[config.mk]
export PLATFORM = sky130hd
export DESIGN_NAME = pslc_regs
export DESIGN_NICKNAME = d
export VERILOG_FILES = /design/src/design/pslc_pkg.sv /design/src/design/pslc_regs.sv
export SDC_FILE = /design/constraint.sdc
export NUM_CORES = 1
export LEC_CHECK = 0
export BUFFER_PORTS_ARGS = -buffer_cell sky130_fd_sc_hd__buf_2
export CAP_MARGIN = 25
export CORE_ASPECT_RATIO = 0.8
export CORE_MARGIN = 2
export CORE_UTILIZATION = 43
export CTS_BUF_LIST = sky130_fd_sc_hd__clkbuf_4 sky130_fd_sc_hd__clkbuf_8
export DETAILED_ROUTE_END_ITERATION = 12
export PLACE_DENSITY = 0.81
export SYNTH_ARGS = -nofsm -noshare
export SYNTH_HDL_FRONTEND = slang
export SYNTH_SLANG_ARGS = --single-unit
[constraint.sdc]
create_clock -name core_clk -period 1.4 [get_ports core_clk]
set_clock_uncertainty 0.05 [all_clocks]
set_input_delay 0.28 -clock core_clk [delete_from_list [all_inputs] [get_ports core_clk]]
set_output_delay 0.28 -clock core_clk [all_outputs]
set_load 0.01 [all_outputs]
[src/design/pslc_pkg.sv]
// Purpose: Constants for the port error status and link capability registers.
// Assumes: One instance per switch port; port 0 is the upstream port.
// Notes: Offsets are byte addresses of the configuration dwords.
package pslc_pkg;
   // ===========================================================
   // Register offsets
   localparam logic [11:0] PSLC_OFF_DEV_STATUS = 12'h0c8;
   localparam logic [11:0] PSLC_OFF_LINK_CAP = 12'h0cc;
   // ===========================================================
   // Device status field positions
   localparam int PSLC_ST_CORR = 16;
   localparam int PSLC_ST_NFAT = 17;
   localparam int PSLC_ST_FATL = 18;
   localparam int PSLC_ST_UNSR = 19;
   localparam int PSLC_ST_AUXP = 20;
   localparam int PSLC_ST_TPND = 21;
   // ===========================================================
   // Link capability and aux power detected reset values
   localparam logic [3:0] PSLC_SPEED_2G5 = 4'h1;
   localparam logic [3:0] PSLC_SPEED_5G0 = 4'h2;
   localparam logic [5:0] PSLC_WIDTH_UP = 6'h04;
   localparam logic [5:0] PSLC_WIDTH_DN = 6'h02;
   localparam logic [1:0] PSLC_ASPM_RST = 2'h0;
   localparam logic [2:0] PSLC_L0S_RST = 3'h3;
   localparam logic [2:0] PSLC_L1_RST = 3'h0;
   localparam logic PSLC_CLKPM_UP_RST = 1'b1;
   localparam logic PSLC_SDOWN_RST = 1'b0;
   localparam logic PSLC_DLACT_DN_RST = 1'b1;
   localparam logic PSLC_BWN_RST = 1'b0;
   localparam logic PSLC_AUXP_RST = 1'b1;
   // ===========================================================
   // Override load word layout
   localparam int PSLC_OVR_W = 20;
   localparam int PSLC_OVR_ASPM = 0;
   localparam int PSLC_OVR_L0S = 2;
   localparam int PSLC_OVR_L1 = 5;
   localparam int PSLC_OVR_CLKPM = 8;
   localparam int PSLC_OVR_SDOWN = 9;
   localparam int PSLC_OVR_DLACT = 10;
   localparam int PSLC_OVR_BWN = 11;
   localparam int PSLC_OVR_PORT = 12;
endpackage

[src/design/pslc_regs.sv]
// Purpose: Per-port device status and link capability configuration registers.
// Assumes: Config accesses are single-cycle dword reads and writes at a byte offset.
// Notes: Override loads come from the serial management or EEPROM loader.
// Operation
// - Error flags set by hardware, write-one clears
// - Flags log regardless of reporting enables
// - Aux power detected bit, reset one
// - Transactions pending always reads zero
// - Max link speed reads 5.0 Gb/s
// - Max width x4 upstream, x2 downstream
// - ASPM support field resets to zero
// - L0s exit latency resets to 011b
// - L1 exit latency resets to 000b
// - Clock PM one upstream, zero downstream
// - DL active reporting zero upstream, one downstream
// - Bandwidth notify capability resets to zero
// - Port number in top byte
// - Capability defaults overridable by loader, except clock PM downstream and DL active upstream; speed and width stay fixed
module pslc_regs #(
   parameter logic [7:0] PORT_NUM = 8'h00
) (
   // Clock and reset
   input wire logic core_clk,
   input wire logic rst_n,
   input wire logic clk_en,
   // Configuration access
   input wire logic cfg_rd,
   input wire logic cfg_wr,
   input wire logic [11:0] cfg_addr,
   input wire logic [31:0] cfg_wdata,
   input wire logic [3:0] cfg_be,
   output logic [31:0] cfg_rdata,
   output logic cfg_hit,
   // Error events and status inputs
   input wire logic err_corr,
   input wire logic err_nonfatal,
   input wire logic err_fatal,
   input wire logic err_unsup,
   input wire logic aux_pwr_det,
   // Default override load
   input wire logic ovr_load,
   input wire logic [pslc_pkg::PSLC_OVR_W-1:0] ovr_data
);
   import pslc_pkg::*;

   localparam logic IS_UP = (PORT_NUM == 8'h00);

   // ===========================================================
   // Address decode
   function automatic logic is_status(input logic [11:0] addr);
      return addr == PSLC_OFF_DEV_STATUS;
   endfunction

   function automatic logic is_linkcap(input logic [11:0] addr);
      return addr == PSLC_OFF_LINK_CAP;
   endfunction

   // ===========================================================
   // Error flags
   logic [3:0] err_q, err_d;
   logic aux_q, aux_d;
   logic [3:0] clr;
   logic [3:0] ev;

   always_comb begin
      ev = {err_unsup, err_fatal, err_nonfatal, err_corr};
      clr = 4'h0;
      if (cfg_wr && is_status(cfg_addr) && cfg_be[2]) begin
         clr = cfg_wdata[PSLC_ST_UNSR:PSLC_ST_CORR];
      end
      err_d = (err_q & ~clr) | ev;
      aux_d = aux_pwr_det;
   end

   always_ff @(posedge core_clk) begin
      if (!rst_n) begin
         err_q <= 4'h0;
         aux_q <= PSLC_AUXP_RST;
      end else if (clk_en) begin
         err_q <= err_d;
         aux_q <= aux_d;
      end
   end

   // ===========================================================
   // Loadable capability defaults
   logic [1:0] aspm_q, aspm_d;
   logic [2:0] l0s_q, l0s_d;
   logic [2:0] l1_q, l1_d;
   logic clkpm_q, clkpm_d;
   logic sdown_q, sdown_d;
   logic dlact_q, dlact_d;
   logic bwn_q, bwn_d;
   logic [7:0] port_q, port_d;

   always_comb begin
      aspm_d = aspm_q;
      l0s_d = l0s_q;
      l1_d = l1_q;
      clkpm_d = clkpm_q;
      sdown_d = sdown_q;
      dlact_d = dlact_q;
      bwn_d = bwn_q;
      port_d = port_q;
      if (ovr_load) begin
         aspm_d = ovr_data[PSLC_OVR_ASPM+:2];
         l0s_d = ovr_data[PSLC_OVR_L0S+:3];
         l1_d = ovr_data[PSLC_OVR_L1+:3];
         clkpm_d = IS_UP ? ovr_data[PSLC_OVR_CLKPM] : 1'b0;
         sdown_d = ovr_data[PSLC_OVR_SDOWN];
         dlact_d = IS_UP ? 1'b0 : ovr_data[PSLC_OVR_DLACT];
         bwn_d = ovr_data[PSLC_OVR_BWN];
         port_d = ovr_data[PSLC_OVR_PORT+:8];
      end
   end

   always_ff @(posedge core_clk) begin
      if (!rst_n) begin
         aspm_q <= PSLC_ASPM_RST;
         l0s_q <= PSLC_L0S_RST;
         l1_q <= PSLC_L1_RST;
         clkpm_q <= IS_UP ? PSLC_CLKPM_UP_RST : 1'b0;
         sdown_q <= PSLC_SDOWN_RST;
         dlact_q <= IS_UP ? 1'b0 : PSLC_DLACT_DN_RST;
         bwn_q <= PSLC_BWN_RST;
         port_q <= PORT_NUM;
      end else if (clk_en) begin
         aspm_q <= aspm_d;
         l0s_q <= l0s_d;
         l1_q <= l1_d;
         clkpm_q <= clkpm_d;
         sdown_q <= sdown_d;
         dlact_q <= dlact_d;
         bwn_q <= bwn_d;
         port_q <= port_d;
      end
   end

   // ===========================================================
   // Read path
   logic [31:0] st_word, cap_word;
   logic [31:0] rdata_q, rdata_d;
   logic hit;

   always_comb begin
      st_word = 32'h0;
      st_word[PSLC_ST_UNSR:PSLC_ST_CORR] = err_q;
      st_word[PSLC_ST_AUXP] = aux_q;
      st_word[PSLC_ST_TPND] = 1'b0;
      cap_word = {port_q, 2'h0, bwn_q, dlact_q, sdown_q, clkpm_q, l1_q, l0s_q, aspm_q,
                  IS_UP ? PSLC_WIDTH_UP : PSLC_WIDTH_DN, PSLC_SPEED_5G0};
      hit = is_status(cfg_addr) || is_linkcap(cfg_addr);
      rdata_d = rdata_q;
      if (cfg_rd) begin
         if (is_status(cfg_addr)) begin
            rdata_d = st_word;
         end else if (is_linkcap(cfg_addr)) begin
            rdata_d = cap_word;
         end else begin
            rdata_d = 32'h0;
         end
      end
   end

   always_ff @(posedge core_clk) begin
      if (!rst_n) begin
         rdata_q <= 32'h0;
      end else if (clk_en) begin
         rdata_q <= rdata_d;
      end
   end

   assign cfg_rdata = rdata_q;
   assign cfg_hit = hit;

   // ===========================================================
   // Checks
   AST_ERR_SET: assert property (@(posedge core_clk) disable iff (!rst_n)
      clk_en && err_fatal |=> err_q[2])
      else $error("fatal flag not set");
   AST_ERR_CLR: assert property (@(posedge core_clk) disable iff (!rst_n)
      clk_en && cfg_wr && cfg_addr == PSLC_OFF_DEV_STATUS && cfg_be[2] && cfg_wdata[16]
      && !err_corr |=> !err_q[0])
      else $error("correctable flag not cleared");
   AST_ERR_HOLD: assert property (@(posedge core_clk) disable iff (!rst_n)
      clk_en && !cfg_wr && err_q[3] |=> err_q[3])
      else $error("unsupported flag lost");
   AST_TPND: assert property (@(posedge core_clk) disable iff (!rst_n)
      $past(cfg_rd) && $past(cfg_addr) == PSLC_OFF_DEV_STATUS && $past(clk_en)
      |-> cfg_rdata[21] == 1'b0 && cfg_rdata[31:22] == 10'h0)
      else $error("pending or reserved bit set");
   AST_SPEED: assert property (@(posedge core_clk) disable iff (!rst_n)
      clk_en && cfg_rd && cfg_addr == PSLC_OFF_LINK_CAP |=> cfg_rdata[3:0] == 4'h2)
      else $error("max speed wrong");
   AST_WIDTH: assert property (@(posedge core_clk) disable iff (!rst_n)
      clk_en && cfg_rd && cfg_addr == PSLC_OFF_LINK_CAP
      |=> cfg_rdata[9:4] == (IS_UP ? 6'h04 : 6'h02))
      else $error("max width wrong");
   AST_CLKPM: assert property (@(posedge core_clk) disable iff (!rst_n)
      !IS_UP |-> !clkpm_q)
      else $error("clock pm set downstream");
   AST_DLACT: assert property (@(posedge core_clk) disable iff (!rst_n)
      IS_UP |-> !dlact_q)
      else $error("dl active set upstream");
   AST_LOAD: assert property (@(posedge core_clk) disable iff (!rst_n)
      clk_en && ovr_load |=> port_q == $past(ovr_data[19:12]) && l0s_q == $past(ovr_data[4:2]))
      else $error("override not loaded");
   AST_RSVD: assert property (@(posedge core_clk) disable iff (!rst_n)
      $past(cfg_rd) && $past(clk_en) && $past(cfg_addr) == PSLC_OFF_LINK_CAP
      |-> cfg_rdata[23:22] == 2'h0)
      else $error("reserved capability bits set");

   AST_ERR_CORR_SET: assert property (@(posedge core_clk) disable iff (!rst_n)
      clk_en && err_corr
      |=> err_q[0])
      else $error("correctable flag not set");

   AST_ERR_NFAT_SET: assert property (@(posedge core_clk) disable iff (!rst_n)
      clk_en && err_nonfatal
      |=> err_q[1])
      else $error("non-fatal flag not set");

   AST_ERR_UNSR_SET: assert property (@(posedge core_clk) disable iff (!rst_n)
      clk_en && err_unsup
      |=> err_q[3])
      else $error("unsupported flag not set");

   AST_ERR_NFAT_CLR: assert property (@(posedge core_clk) disable iff (!rst_n)
      clk_en && cfg_wr && is_status(cfg_addr) && cfg_be[2] && cfg_wdata[PSLC_ST_NFAT]
      && !err_nonfatal
      |=> !err_q[1])
      else $error("non-fatal flag not cleared");

   AST_ERR_FATL_CLR: assert property (@(posedge core_clk) disable iff (!rst_n)
      clk_en && cfg_wr && is_status(cfg_addr) && cfg_be[2] && cfg_wdata[PSLC_ST_FATL]
      && !err_fatal
      |=> !err_q[2])
      else $error("fatal flag not cleared");

   AST_ERR_UNSR_CLR: assert property (@(posedge core_clk) disable iff (!rst_n)
      clk_en && cfg_wr && is_status(cfg_addr) && cfg_be[2] && cfg_wdata[PSLC_ST_UNSR]
      && !err_unsup
      |=> !err_q[3])
      else $error("unsupported flag not cleared");

   AST_ERR_NOSET: assert property (@(posedge core_clk) disable iff (!rst_n)
      clk_en && !err_corr && !err_q[0]
      |=> !err_q[0])
      else $error("correctable flag set with no event");

   AST_ERR_FREEZE: assert property (@(posedge core_clk) disable iff (!rst_n)
      !clk_en
      |=> $stable(err_q))
      else $error("error flags changed while frozen");

   AST_RST_ERR: assert property (@(posedge core_clk) disable iff (!rst_n)
      $rose(rst_n)
      |-> err_q == 4'h0)
      else $error("error flags not zero after reset");

   AST_RST_AUX: assert property (@(posedge core_clk) disable iff (!rst_n)
      $rose(rst_n)
      |-> aux_q == PSLC_AUXP_RST)
      else $error("aux power bit not one after reset");

   AST_RST_ASPM: assert property (@(posedge core_clk) disable iff (!rst_n)
      $rose(rst_n)
      |-> aspm_q == PSLC_ASPM_RST)
      else $error("aspm support not at default after reset");

   AST_RST_L0S: assert property (@(posedge core_clk) disable iff (!rst_n)
      $rose(rst_n)
      |-> l0s_q == PSLC_L0S_RST)
      else $error("l0s exit latency not at default after reset");

   AST_RST_L1: assert property (@(posedge core_clk) disable iff (!rst_n)
      $rose(rst_n)
      |-> l1_q == PSLC_L1_RST)
      else $error("l1 exit latency not at default after reset");

   AST_RST_BWN: assert property (@(posedge core_clk) disable iff (!rst_n)
      $rose(rst_n)
      |-> bwn_q == PSLC_BWN_RST)
      else $error("bandwidth notify bit not zero after reset");

   AST_RST_PORT: assert property (@(posedge core_clk) disable iff (!rst_n)
      $rose(rst_n)
      |-> port_q == PORT_NUM)
      else $error("port number not at default after reset");

   AST_AUX_RD: assert property (@(posedge core_clk) disable iff (!rst_n)
      clk_en && cfg_rd && is_status(cfg_addr)
      |=> cfg_rdata[PSLC_ST_AUXP] == $past(aux_q))
      else $error("aux power bit read wrong");

   AST_FLAGS_RD: assert property (@(posedge core_clk) disable iff (!rst_n)
      clk_en && cfg_rd && is_status(cfg_addr)
      |=> cfg_rdata[PSLC_ST_UNSR:PSLC_ST_CORR] == $past(err_q))
      else $error("error flags read wrong");

   AST_CLKPM_RD: assert property (@(posedge core_clk) disable iff (!rst_n)
      clk_en && cfg_rd && is_linkcap(cfg_addr) && !IS_UP
      |=> !cfg_rdata[18])
      else $error("clock pm read set downstream");

   AST_DLACT_RD: assert property (@(posedge core_clk) disable iff (!rst_n)
      clk_en && cfg_rd && is_linkcap(cfg_addr) && IS_UP
      |=> !cfg_rdata[20])
      else $error("dl active read set upstream");

   AST_CAP_RO: assert property (@(posedge core_clk) disable iff (!rst_n)
      clk_en && cfg_wr && !ovr_load
      |=> $stable(port_q) && $stable(l0s_q) && $stable(aspm_q))
      else $error("capability changed by a write");

   AST_UNMAPPED: assert property (@(posedge core_clk) disable iff (!rst_n)
      clk_en && cfg_rd && !cfg_hit
      |=> cfg_rdata == 32'h0)
      else $error("unmapped read not zero");
endmodule

==> flow_results.org, run 1 <==
** Cells and area
- Once layout is complete, the utilization of the core stands at 0.593.
- Cell Count, Final, Fillers Out :: 320
- At the end of the flow, the number of nets in the layout was 343.
- Fraction of layout instances using a drive strength above 1 :: 0.370
- The area growth from synthesis to layout is 29.8%.
- The finished cells cover 0.00228 mm^2.
- 0 antenna diodes ended up in the layout.

** Place
- Placer's final routability congestion estimate :: 0.763
- I/O Buffers :: 69
- Pre-CTS setup slack :: -0.0205 ns
- Summed over all nets, the half-perimeter wirelength after detailed placement is 2.99 mm.
- Cell Count Post-Placement :: 311
- Placement-stage cell area :: 0.00216 mm^2

** Pwr
- The design draws 2.54 mW.
- VDD sags by at most 0.000582 V.
- Total leakage power :: 1.10 nW
- Power density over cell area :: 1110 mW/mm^2

** GRT
- Pin count of the biggest net entering global routing :: 20
- Global-route wire length before repair :: 5.87 mm
- The initial antenna violation count came to 0.
- Via count of the first global-routing pass :: 1350
- For this run the aggregate overflow at the end of global routing stands at 0.
- In the global route stage, overall resource usage came out at 0.170.

** Clock tree
- Post-CTS Hold Fix Bufs :: 0
- Number of gates resized after CTS :: 0
- After clock tree synthesis, the clock-pin slew on the worst setup and hold paths is 0.08 ns.
- For the worst-skew pair, the clock arrives at the later sink with an insertion delay of 0.29 ns.
- TritonCTS built the clock tree.
- The H-tree was split into 2 levels.
- In this run the deepest clock path goes through 2 buffers.
- After clock tree synthesis, the setup repair step added 0 buffers.
- Buffers inserted during clock tree synthesis total 5.
- Number of sinks handled by clock tree synthesis :: 45
- The tree is rooted in a sky130_fd_sc_hd__clkbuf_8.

** Floorplanning
- The initial utilization of the core area, before any placement, comes to 0.456.
- Number of top-level design ports :: 112
- Die Width :: 75.5 um
- In this run the vertical extent of the chip is 61.2 um.
- The die covers 0.00462 mm^2.
- The core region is 0.00385 mm^2.
- Row generation in the floorplan step produced 20 rows.

** Critical path
- Max Fanout on Critical Path :: 2
- Critical path required time :: 1.07 ns
- In this run the register-to-register setup slack is 0.54 ns.
- R2r startpoint :: aux_q
- Setup CP Type :: input pin to output port
- For the worst setup path, the data arrival time is 1.01 ns.
- Number of cells traversed by the worst register-to-register path :: 3
- STA classifies the critical path endpoint as an output port.
- Category of the worst setup path launch point :: input pin
- In this run the critical register-to-register path is captured at cfg_rdata[20].

** Hold path
- Along the worst hold path, the cell count comes to 2.
- Capture endpoint of the worst hold path :: err_q[1]
- The min-delay analysis places its worst path in the category input pin to flop.
- Hold wc startpoint :: cfg_wdata[17]

** Logic synthesis
- Number of distinct standard cells referenced by the synthesized netlist :: 27
- Yosys printed 0 warnings.
- The share of synthesized area in the top cell type comes to 0.512.
- Number of synthesized flops with an enable pin :: 0
- Most used flip-flop cell after synthesis :: sky130_fd_sc_hd__dfxtp_1
- Counting flops and latches in the post-synthesis netlist gives 45.
- Library cell with the highest instance count after synthesis :: sky130_fd_sc_hd__nand2_1
- Async set-reset flop share out of synthesis :: 0
- Instance count of the mapped netlist :: 187
- Biggest area contributors in the synthesized netlist :: sky130_fd_sc_hd__dfxtp_1 (51%), sky130_fd_sc_hd__nand2_1 (11%), sky130_fd_sc_hd__a22o_1 (7.5%)
- Ranked by instance count, the synthesized netlist is headed by sky130_fd_sc_hd__nand2_1 (50), sky130_fd_sc_hd__dfxtp_1 (45), sky130_fd_sc_hd__a21oi_1 (21), sky130_fd_sc_hd__a22o_1 (15), sky130_fd_sc_hd__buf_4 (12).
- Dividing the synthesized area by the synthesized cell count gives 9.41 um^2.
- Post-synthesis instance area :: 0.00176 mm^2
- The share of the Yosys chip area taken by registers is 0.512.
- The synthesized design spends more area on one cell type than any other, namely sky130_fd_sc_hd__dfxtp_1.

** Drt
- Detailed-routing wirelength on met1 :: 1.78 mm
- Count of TritonRoute iterations in the first routing pass :: 4
- Wire length on met3 :: 274 um
- In the routed design, unresolved DRC markers number 0.
- For this block, the initial DRC count from the detailed router was 26.
- ANT nets after route :: 0
- Metal2 WL :: 1.80 mm
- The detailed router used layers up to and including met4.
- Vias after detailed routing :: 1561
- Average wire per standard cell :: 12.2 um
- Routed WL :: 3.89 mm
- Vias per Instance :: 4.88

** Timing
- The number of slew-limit violations in the final report was 0.
- The clock period could shrink to 1.34 ns.
- Setup repair after global routing left no endpoint under its margin.
- Based on the critical path, the design can be clocked at up to 0.746 GHz.
- Across all setup checks in the final design, the least slack found is 0.0598 ns.
- Count of final setup violators :: 0
- Setup TNS Final :: 0 ns
- Final-report hold violation count :: 0
- Dividing the final minimum period by the clock period gives 0.957.
- Across all hold checks on the routed design, the worst slack comes to 0.124 ns.

** Job
- The tool flagged a number of max-cap violations equal to 0.

** Status
- Status :: finished clean
[kinds of logic after synthesis]
family | count (synthesis) | share of synthesized area
buf+inv | 24 | 0.0953
simple gates | 66 | 0.187
compound gates | 46 | 0.175
other cells | 1 | 0.00213
mux | 5 | 0.0285
flops | 45 | 0.512
[flip-flops by register name (all words and copies together) (netlist names)]
name,count
cfg_rdata,21
port_q,8
err_q,4
l0s_q,3
l1_q,3
aspm_q,2
aux_q,1
bwn_q,1
clkpm_q,1
sdown_q,1
[critical path, cell delays in order]
cell	delay (ns)
sky130_fd_sc_hd__buf_2	0.11
sky130_fd_sc_hd__nor4b_4	0.29
sky130_fd_sc_hd__and3_2	0.21
sky130_fd_sc_hd__buf_2	0.12
[cell type report]
| type | count | area, um^2 |
|---|---|---|
| Fill cell | 362 | 1570 |
| Sequential cell | 45 | 901 |
| Multi-Input combinational cell | 127 | 724 |
| Timing Repair Buffer | 84 | 470 |
| Clock buffer | 6 | 76.3 |
| Tap cell | 55 | 68.8 |
| Clock inverter | 2 | 38.8 |
| Inverter | 1 | 3.75 |
[worst max path at each step]
stage                 startpoint            to  slack, ns
finish              cfg_addr[11]       cfg_hit       0.06
global route        cfg_addr[11]       cfg_hit       0.03
CTS                  cfg_addr[8]       cfg_hit       0.01
detailed placement   cfg_addr[8]      err_q[3]      -0.02
global placement     cfg_addr[8]      err_q[2]       0.04
floorplan                 clk_en  cfg_rdata[6]       0.07
[where the power goes]
part	leakage [nW]	internal [mW]	switching (mW)
clock network	0.0588	0.555	0.421
registers	0.366	1.32	0.0186
logic	0.670	0.110	0.122
total	1.10	1.98	0.562
[cell usage in the layout, fill, tap and decap left out, types with 2 or more instances in the layout]
cell type	n
sky130_fd_sc_hd__a21oi_1	21
sky130_fd_sc_hd__a22o_1	15
sky130_fd_sc_hd__a311oi_1	4
sky130_fd_sc_hd__and4_1	2
sky130_fd_sc_hd__and4b_1	2
sky130_fd_sc_hd__buf_2	69
sky130_fd_sc_hd__buf_4	14
sky130_fd_sc_hd__clkbuf_8	5
sky130_fd_sc_hd__conb_1	10
sky130_fd_sc_hd__dfxtp_1	45
sky130_fd_sc_hd__mux2i_1	5
sky130_fd_sc_hd__nand2_1	50
sky130_fd_sc_hd__nand3_1	3
sky130_fd_sc_hd__nand4_1	2
sky130_fd_sc_hd__o21ai_0	4
[layer usage]
| metal | vias up | global-route usage |
|---|---|---|
| li1 | 784 | - |
| met3 | 5 | 0.0475 |
| met1 | 712 | 0.215 |
| met4 | 0 | 0.0677 |
| met2 | 60 | 0.278 |
| met5 | - | 0 |
(Power assumes the default switching activity.)
==> run 2, diff against run 1 <==
--- a/config.mk
+++ b/config.mk
@@ -10,7 +10,7 @@
 export CORE_ASPECT_RATIO = 0.8
 export CORE_MARGIN = 2
 export CORE_UTILIZATION = 43
-export CTS_BUF_LIST = sky130_fd_sc_hd__clkbuf_4 sky130_fd_sc_hd__clkbuf_8
+export CTS_BUF_LIST = sky130_fd_sc_hd__clkbuf_8
 export DETAILED_ROUTE_END_ITERATION = 12
 export PLACE_DENSITY = 0.81
 export SYNTH_ARGS = -nofsm -noshare
==> flow_results.org, run 2 (synthesis gave the netlist of run 1 again) <==
** Hold path
- Worst hold stages :: 2 (unchanged)
- Worst min-delay path class :: input pin to flop

** Clock tree
- Number of gates resized after CTS :: 0 (unchanged)
- The clock latency on the worst-skew pair came to 0.29 ns (about the same).
- The clock slew at the register clock pins of the worst setup and hold paths was 0.08 ns (about the same).
- The TritonCTS buffer count is 5 (unchanged).
- TritonCTS clock tree :: yes
- The number of buffers inserted for hold repair after clock tree synthesis was 0 (unchanged).
- Total number of H-tree levels :: 2 (unchanged)
- The clock sink count came to 45 (unchanged).
- Maximum number of buffers from clock root to sink :: 2 (unchanged)
- The tree is rooted in a sky130_fd_sc_hd__clkbuf_8.

** Critical path
- Critical Path AT :: 1.01 ns (about the same)
- The maximum fanout encountered on the critical timing path came to 2 (unchanged).
- Category of the worst setup path capture point :: output port
- Number of cells traversed by the worst register-to-register path :: 3 (unchanged)
- STA classifies the critical path startpoint as an input pin.
- The required time at the worst-slack endpoint was 1.07 ns (about the same).
- By startpoint and endpoint, the worst setup path is classified as input pin to output port.

** Floorplanning
- Starting density of the core :: 0.456 (unchanged)
- Num rows :: 20 (unchanged)
- Die Width :: 75.5 um (unchanged)
- Floorplan die area :: 0.00462 mm^2 (unchanged)
- The number of primary I/O pins was 112 (unchanged).
- The height of the die was 61.2 um (unchanged).
- The area of the core is 0.00385 mm^2 (unchanged).

** Timing
- The final-report hold violation count came to 0 (unchanged).
- The final cycle utilization of the critical path was 0.957 (unchanged).
- Final slew viol count :: 0 (unchanged)
- RSZ-0062 raised after global routing :: no
- Setup TNS Final :: 0 ns (unchanged)
- The worst hold margin was 0.124 ns (+0.0000180 ns).
- Highest clock rate :: 0.746 GHz (unchanged)
- Final worst path period need :: 1.34 ns (unchanged)
- The final count of negative-setup-slack endpoints was 0 (unchanged).

** Drt
- The detailed-routing iteration count for the pre-antenna-repair pass came to 4 (unchanged).
- The post-route DRC violation count came to 0 (unchanged).
- The total number of vias came to 1561 (unchanged).
- The total detailed-routing wirelength came to 3.88 mm (-0.23%).
- The routed via count divided by cell count was 4.88 (unchanged).
- DRC marker count from the first detailed-route iteration :: 26 (unchanged)
- ANT nets after route :: 0 (unchanged)
- Average wire per standard cell :: 12.1 um (-0.23%)

** Cells and area
- The antenna diode count is 0 (unchanged).
- Cell Count, Final, Fillers Out :: 320 (unchanged)
- Nets@finish :: 343 (unchanged)
- Fillers :: 363 (+0.28%)
- Most frequent standard cell in the layout excluding fill and tap cells :: sky130_fd_sc_hd__buf_2
- Final design area excluding fillers :: 0.00228 mm^2 (-0.16%)
- Relative area change from synthesis to final layout :: 29.6%
- Number of flip-flops in the largest register :: 21 (unchanged)
- Most used cells in the layout excluding fill and tap cells :: sky130_fd_sc_hd__buf_2 (69), sky130_fd_sc_hd__nand2_1 (50), sky130_fd_sc_hd__dfxtp_1 (45)
- The fraction of final layout cells with drive strength greater than 1 was 0.366 (-0.00377).

** Place
- Cell Count Post-Placement :: 311 (unchanged)
- I/O Buffers :: 69 (unchanged)
- HPWL after DPL :: 2.99 mm (unchanged)
- The area after detailed placement came to 0.00216 mm^2 (unchanged).
- Placer's final routability congestion estimate :: 0.763 (unchanged)

** GRT
- Global-route wire length before repair :: 5.87 mm (unchanged)
- Pin count of the biggest net entering global routing :: 20 (unchanged)
- The via count of the first global-routing pass came to 1350 (unchanged).
- Initial antenna violation count :: 0 (unchanged)
- Total track usage :: 0.170 (unchanged)
- The overflow left after global routing was 0 (unchanged).

** Job
- The number of maximum-capacitance violations was 0 (unchanged).

** Pwr
- Worst ir drop on vdd :: 0.000582 V (about the same)
- The total power density per cell area came to 1100 mW/mm^2 (-0.99%).
- Total leakage power :: 1.10 nW (about the same)

** Status
- The flow ran to the end, and the final reports show no timing, DRC or antenna violations.
==> run 2: final timing paths <==
kind | endpoint | slack (ns) | start
setup / recovery | cfg_hit | 0.06 | cfg_addr[11]
hold / removal | err_q[1] | 0.12 | cfg_wdata[17]
hold reg to reg | aspm_q[0] | 0.41 | aspm_q[0]
setup reg to reg | cfg_rdata[20] | 0.54 | aux_q
==> run 2: through the flow <==
step	worst slack, ns	utilization	power [mW]
floorplan	0.0710	-	1.50
global placement	0.0384	0.561	1.59
detailed placement	-0.0205	0.561	1.60
CTS	0.0103	0.590	2.54
global route	0.0256	0.592	2.63
finish	0.0598	0.592	2.51
==> run 2: report_power, final <==
part,total (mW),internal [mW],switching [mW]
clock network,0.947,0.528,0.419
registers,1.33,1.32,0.0186
logic,0.231,0.110,0.122
total,2.51,1.95,0.559
==> run 2: final cells by class <==
type	count	area, um^2	area share
sequential	45	901	0.395
multi-input combinational	127	724	0.318
timing repair buffer	84	470	0.206
clock buffer	5	68.8	0.0302
tap	55	68.8	0.0302
clock inverter	3	42.5	0.0187
inverter	1	3.75	0.00165
==> run 2: worst max-delay path, stage by stage <==
cell                      delay (ns)
sky130_fd_sc_hd__buf_2          0.11
sky130_fd_sc_hd__nor4b_4        0.29
sky130_fd_sc_hd__and3_2         0.21
sky130_fd_sc_hd__buf_2          0.12
==> run 2: layer usage <==
layer  up-vias  track usage  wire length [um]
met1       712        0.215              1770
met5         -            0                 0
met3         5       0.0475               274
li1        784            -                 -
met4         0       0.0677                40
met2        60        0.278              1800
==> run 2: repair_timing <==
| item | 4_1_cts | 5_1_grt |
|---|---|---|
| buffers inserted | 0 | 1 |
| endpoints found under the setup margin | 0 | 1 |
| hold endpoints to repair | 0 | 0 |
==> run 3, diff against run 2 <==
==> constraint.sdc (replaced) <==
create_clock -name core_clk -period 1.4 [get_ports core_clk]
set_clock_uncertainty 0.05 [all_clocks]
set_input_delay 0.28 -clock core_clk [delete_from_list [all_inputs] [get_ports core_clk]]
set_output_delay 0.28 -clock core_clk [all_outputs]
set_load 0.005 [all_outputs]
==> flow_results.org, run 3 (synthesis gave the netlist of run 1 again) <==
** Critical path
- Slowest stage delay, CP :: 0.32 ns (+0.03 ns)
- The maximum fanout encountered on the critical timing path is 3 (+1).
- The worst setup path is of the input pin to output port kind.
- Timing startpoint of the critical path :: cfg_addr[8]
- Critical Path AT :: 1.04 ns (+0.03 ns)
- Category of the worst setup path capture point :: output port
- Cells along the critical path :: buf_2, nor4b_4, and3_2, buf_2
- The required time at the worst-slack endpoint is 1.07 ns (about the same).
- The slowest stage of the critical path belongs to the cell sky130_fd_sc_hd__nor4b_4.
- Most used cell, CP :: sky130_fd_sc_hd__buf_2
- The worst setup path is launched from an input pin.
- The worst register-to-register path begins at aux_q.

** Cells and area
- The antenna diode count came to 0 (unchanged).
- Fillers :: 363 (unchanged)
- Number of flip-flops in the largest register :: 21 (unchanged)
- Leaving out fill and tap cells, the most frequent cell in the layout is sky130_fd_sc_hd__buf_2.
- Relative area change from synthesis to final layout :: 29.2%
- The final non-filler cell total is 319 (-0.31%).
- The top cell types in the final layout, fill and taps aside, are sky130_fd_sc_hd__buf_2 (69), sky130_fd_sc_hd__nand2_1 (50), sky130_fd_sc_hd__dfxtp_1 (45).
- The number of nets in the final layout is 342 (-0.29%).
- Final design area excluding fillers :: 0.00227 mm^2 (-0.33%)
- Fraction of layout instances using a drive strength above 1 :: 0.364 (-0.00240)

** Timing
- The final worst-path setup slack came to 0.0276 ns (-0.0322 ns).
- RSZ-0062 raised after global routing :: no
- Final worst path period need :: 1.37 ns (+0.0322 ns)
- The final cycle utilization of the critical path came to 0.980 (+0.0230).
- The worst hold margin was 0.124 ns (-0.000126 ns).
- Final slew viol count :: 0 (unchanged)
- Highest clock rate :: 0.729 GHz (-2.3%)
- Final-report hold violation count :: 0 (unchanged)
- Count of final setup violators :: 0 (unchanged)

** Place
- I/O Buffers :: 69 (unchanged)
- The worst slack at placement came to -0.0205 ns (unchanged).
- The number of instances in the placed design came to 311 (unchanged).
- The last weighted congestion value of the routability-driven placer was 0.763 (unchanged).
- The HPWL reported at the end of detailed placement is 2.99 mm (unchanged).
- Placement-stage cell area :: 0.00216 mm^2 (unchanged)

** Clock tree
- The number of buffers inserted for hold repair after clock tree synthesis came to 0 (unchanged).
- The number of resized instances in the post-cts repair step came to 0 (unchanged).
- Buffers inserted during post-CTS setup optimization :: 0 (unchanged)
- Total number of H-tree levels :: 2 (unchanged)
- The maximum clock insertion buffer count is 2 (unchanged).
- The clock slew at the register clock pins of the worst setup and hold paths was 0.08 ns (about the same).
- Clock root cell :: sky130_fd_sc_hd__clkbuf_8
- The clock sink count was 45 (unchanged).
- TritonCTS clock tree :: yes
- The clock latency on the worst-skew pair was 0.29 ns (about the same).
- The TritonCTS buffer count came to 5 (unchanged).

** Hold path
- Worst min-delay path class :: input pin to flop
- In this run the most critical hold path is launched from cfg_wdata[17].

** GRT
- Global-route wire length before repair :: 5.87 mm (unchanged)
- The maximum number of pins on one net before global-route repair was 20 (unchanged).
- The overflow left after global routing came to 0 (unchanged).
- Total track usage :: 0.170 (unchanged)
- The via count of the first global-routing pass was 1350 (unchanged).
- The initial antenna violation count is 0 (unchanged).

** Drt
- Average wire per standard cell :: 12.2 um (+0.29%)
- The number of violations reported at the end of detailed-routing iteration 0 was 30 (+15%).
- The count of nets left with antenna violations after detail routing came to 0 (unchanged).
- Count of TritonRoute iterations in the first routing pass :: 4 (unchanged)
- Remaining routing DRC violations :: 0 (unchanged)
- The total number of vias was 1558 (-0.19%).
- The total detailed-routing wirelength is 3.88 mm (about the same).
- Vias per Instance :: 4.88 (+0.12%)

** Pwr
- Total leakage power :: 1.09 nW (-0.49%)
- Power, Total :: 2.51 mW (-0.27%)
- The worst supply voltage drop on vdd is 0.000579 V (-0.60%).
- The total power density per cell area is 1100 mW/mm^2 (about the same).

** Status
- The flow ran to the end, and the final reports show no timing, DRC or antenna violations.

** Floorplanning
- The full die area is 0.00462 mm^2 (unchanged).
- The starting density of the core came to 0.456 (unchanged).
- The area of the core is 0.00385 mm^2 (unchanged).
- Number of top-level design ports :: 112 (unchanged)
- Vert. Die Dim :: 61.2 um (unchanged)
- Die Width :: 75.5 um (unchanged)
- Num rows :: 20 (unchanged)

** Job
- Max-cap violations :: 0 (unchanged)
[run 3: cell type report]
| type | count | area, um^2 | area share |
|---|---|---|---|
| clock buffers | 5 | 68.8 | 0.0303 |
| clock inverters | 3 | 42.5 | 0.0187 |
| inverters | 1 | 3.75 | 0.00165 |
| multi-input cells | 127 | 724 | 0.319 |
| flip-flops and latches | 45 | 901 | 0.396 |
| well taps | 55 | 68.8 | 0.0303 |
| repair buffers | 83 | 463 | 0.204 |
[run 3: stage by stage]
| step | utilization | setup TNS, ns |
|---|---|---|
| 2_1_floorplan | - | 0 |
| 3_3_place_gp | 0.561 | 0 |
| 3_5_place_dp | 0.561 | -0.0418 |
| 4_1_cts | 0.590 | 0 |
| 5_1_grt | 0.590 | 0 |
| 6_report | 0.590 | 0 |
[run 3: routing by layer]
layer | part of all wire | wire length, um | global-route usage
met1 | 0.46 | 1770 | 0.215
met2 | 0.46 | 1800 | 0.278
met3 | 0.070 | 272 | 0.0475
met4 | 0.010 | 40 | 0.0677
met5 | 0 | 0 | 0
[run 3: worst paths after layout]
path | to | slack, ns | depth (start not counted)
worst min register to register | aspm_q[0] | 0.41 | 2
worst max register to register | cfg_rdata[20] | 0.54 | 3
worst max-delay path | cfg_hit | 0.03 | 4
worst min-delay path | err_q[1] | 0.12 | 2
[run 3: report_power, final]
group | switching [mW] | internal [mW] | leakage [nW]
Sequential | 0.0186 | 1.32 | 0.366
Clock | 0.419 | 0.528 | 0.0595
Combinational | 0.116 | 0.109 | 0.665
[run 3: worst max-delay path, delay by kind of cell]
family / cells / cell delay (ns)
and+or+nand+nor: 2 / 0.54
buffers and inverters: 2 / 0.22
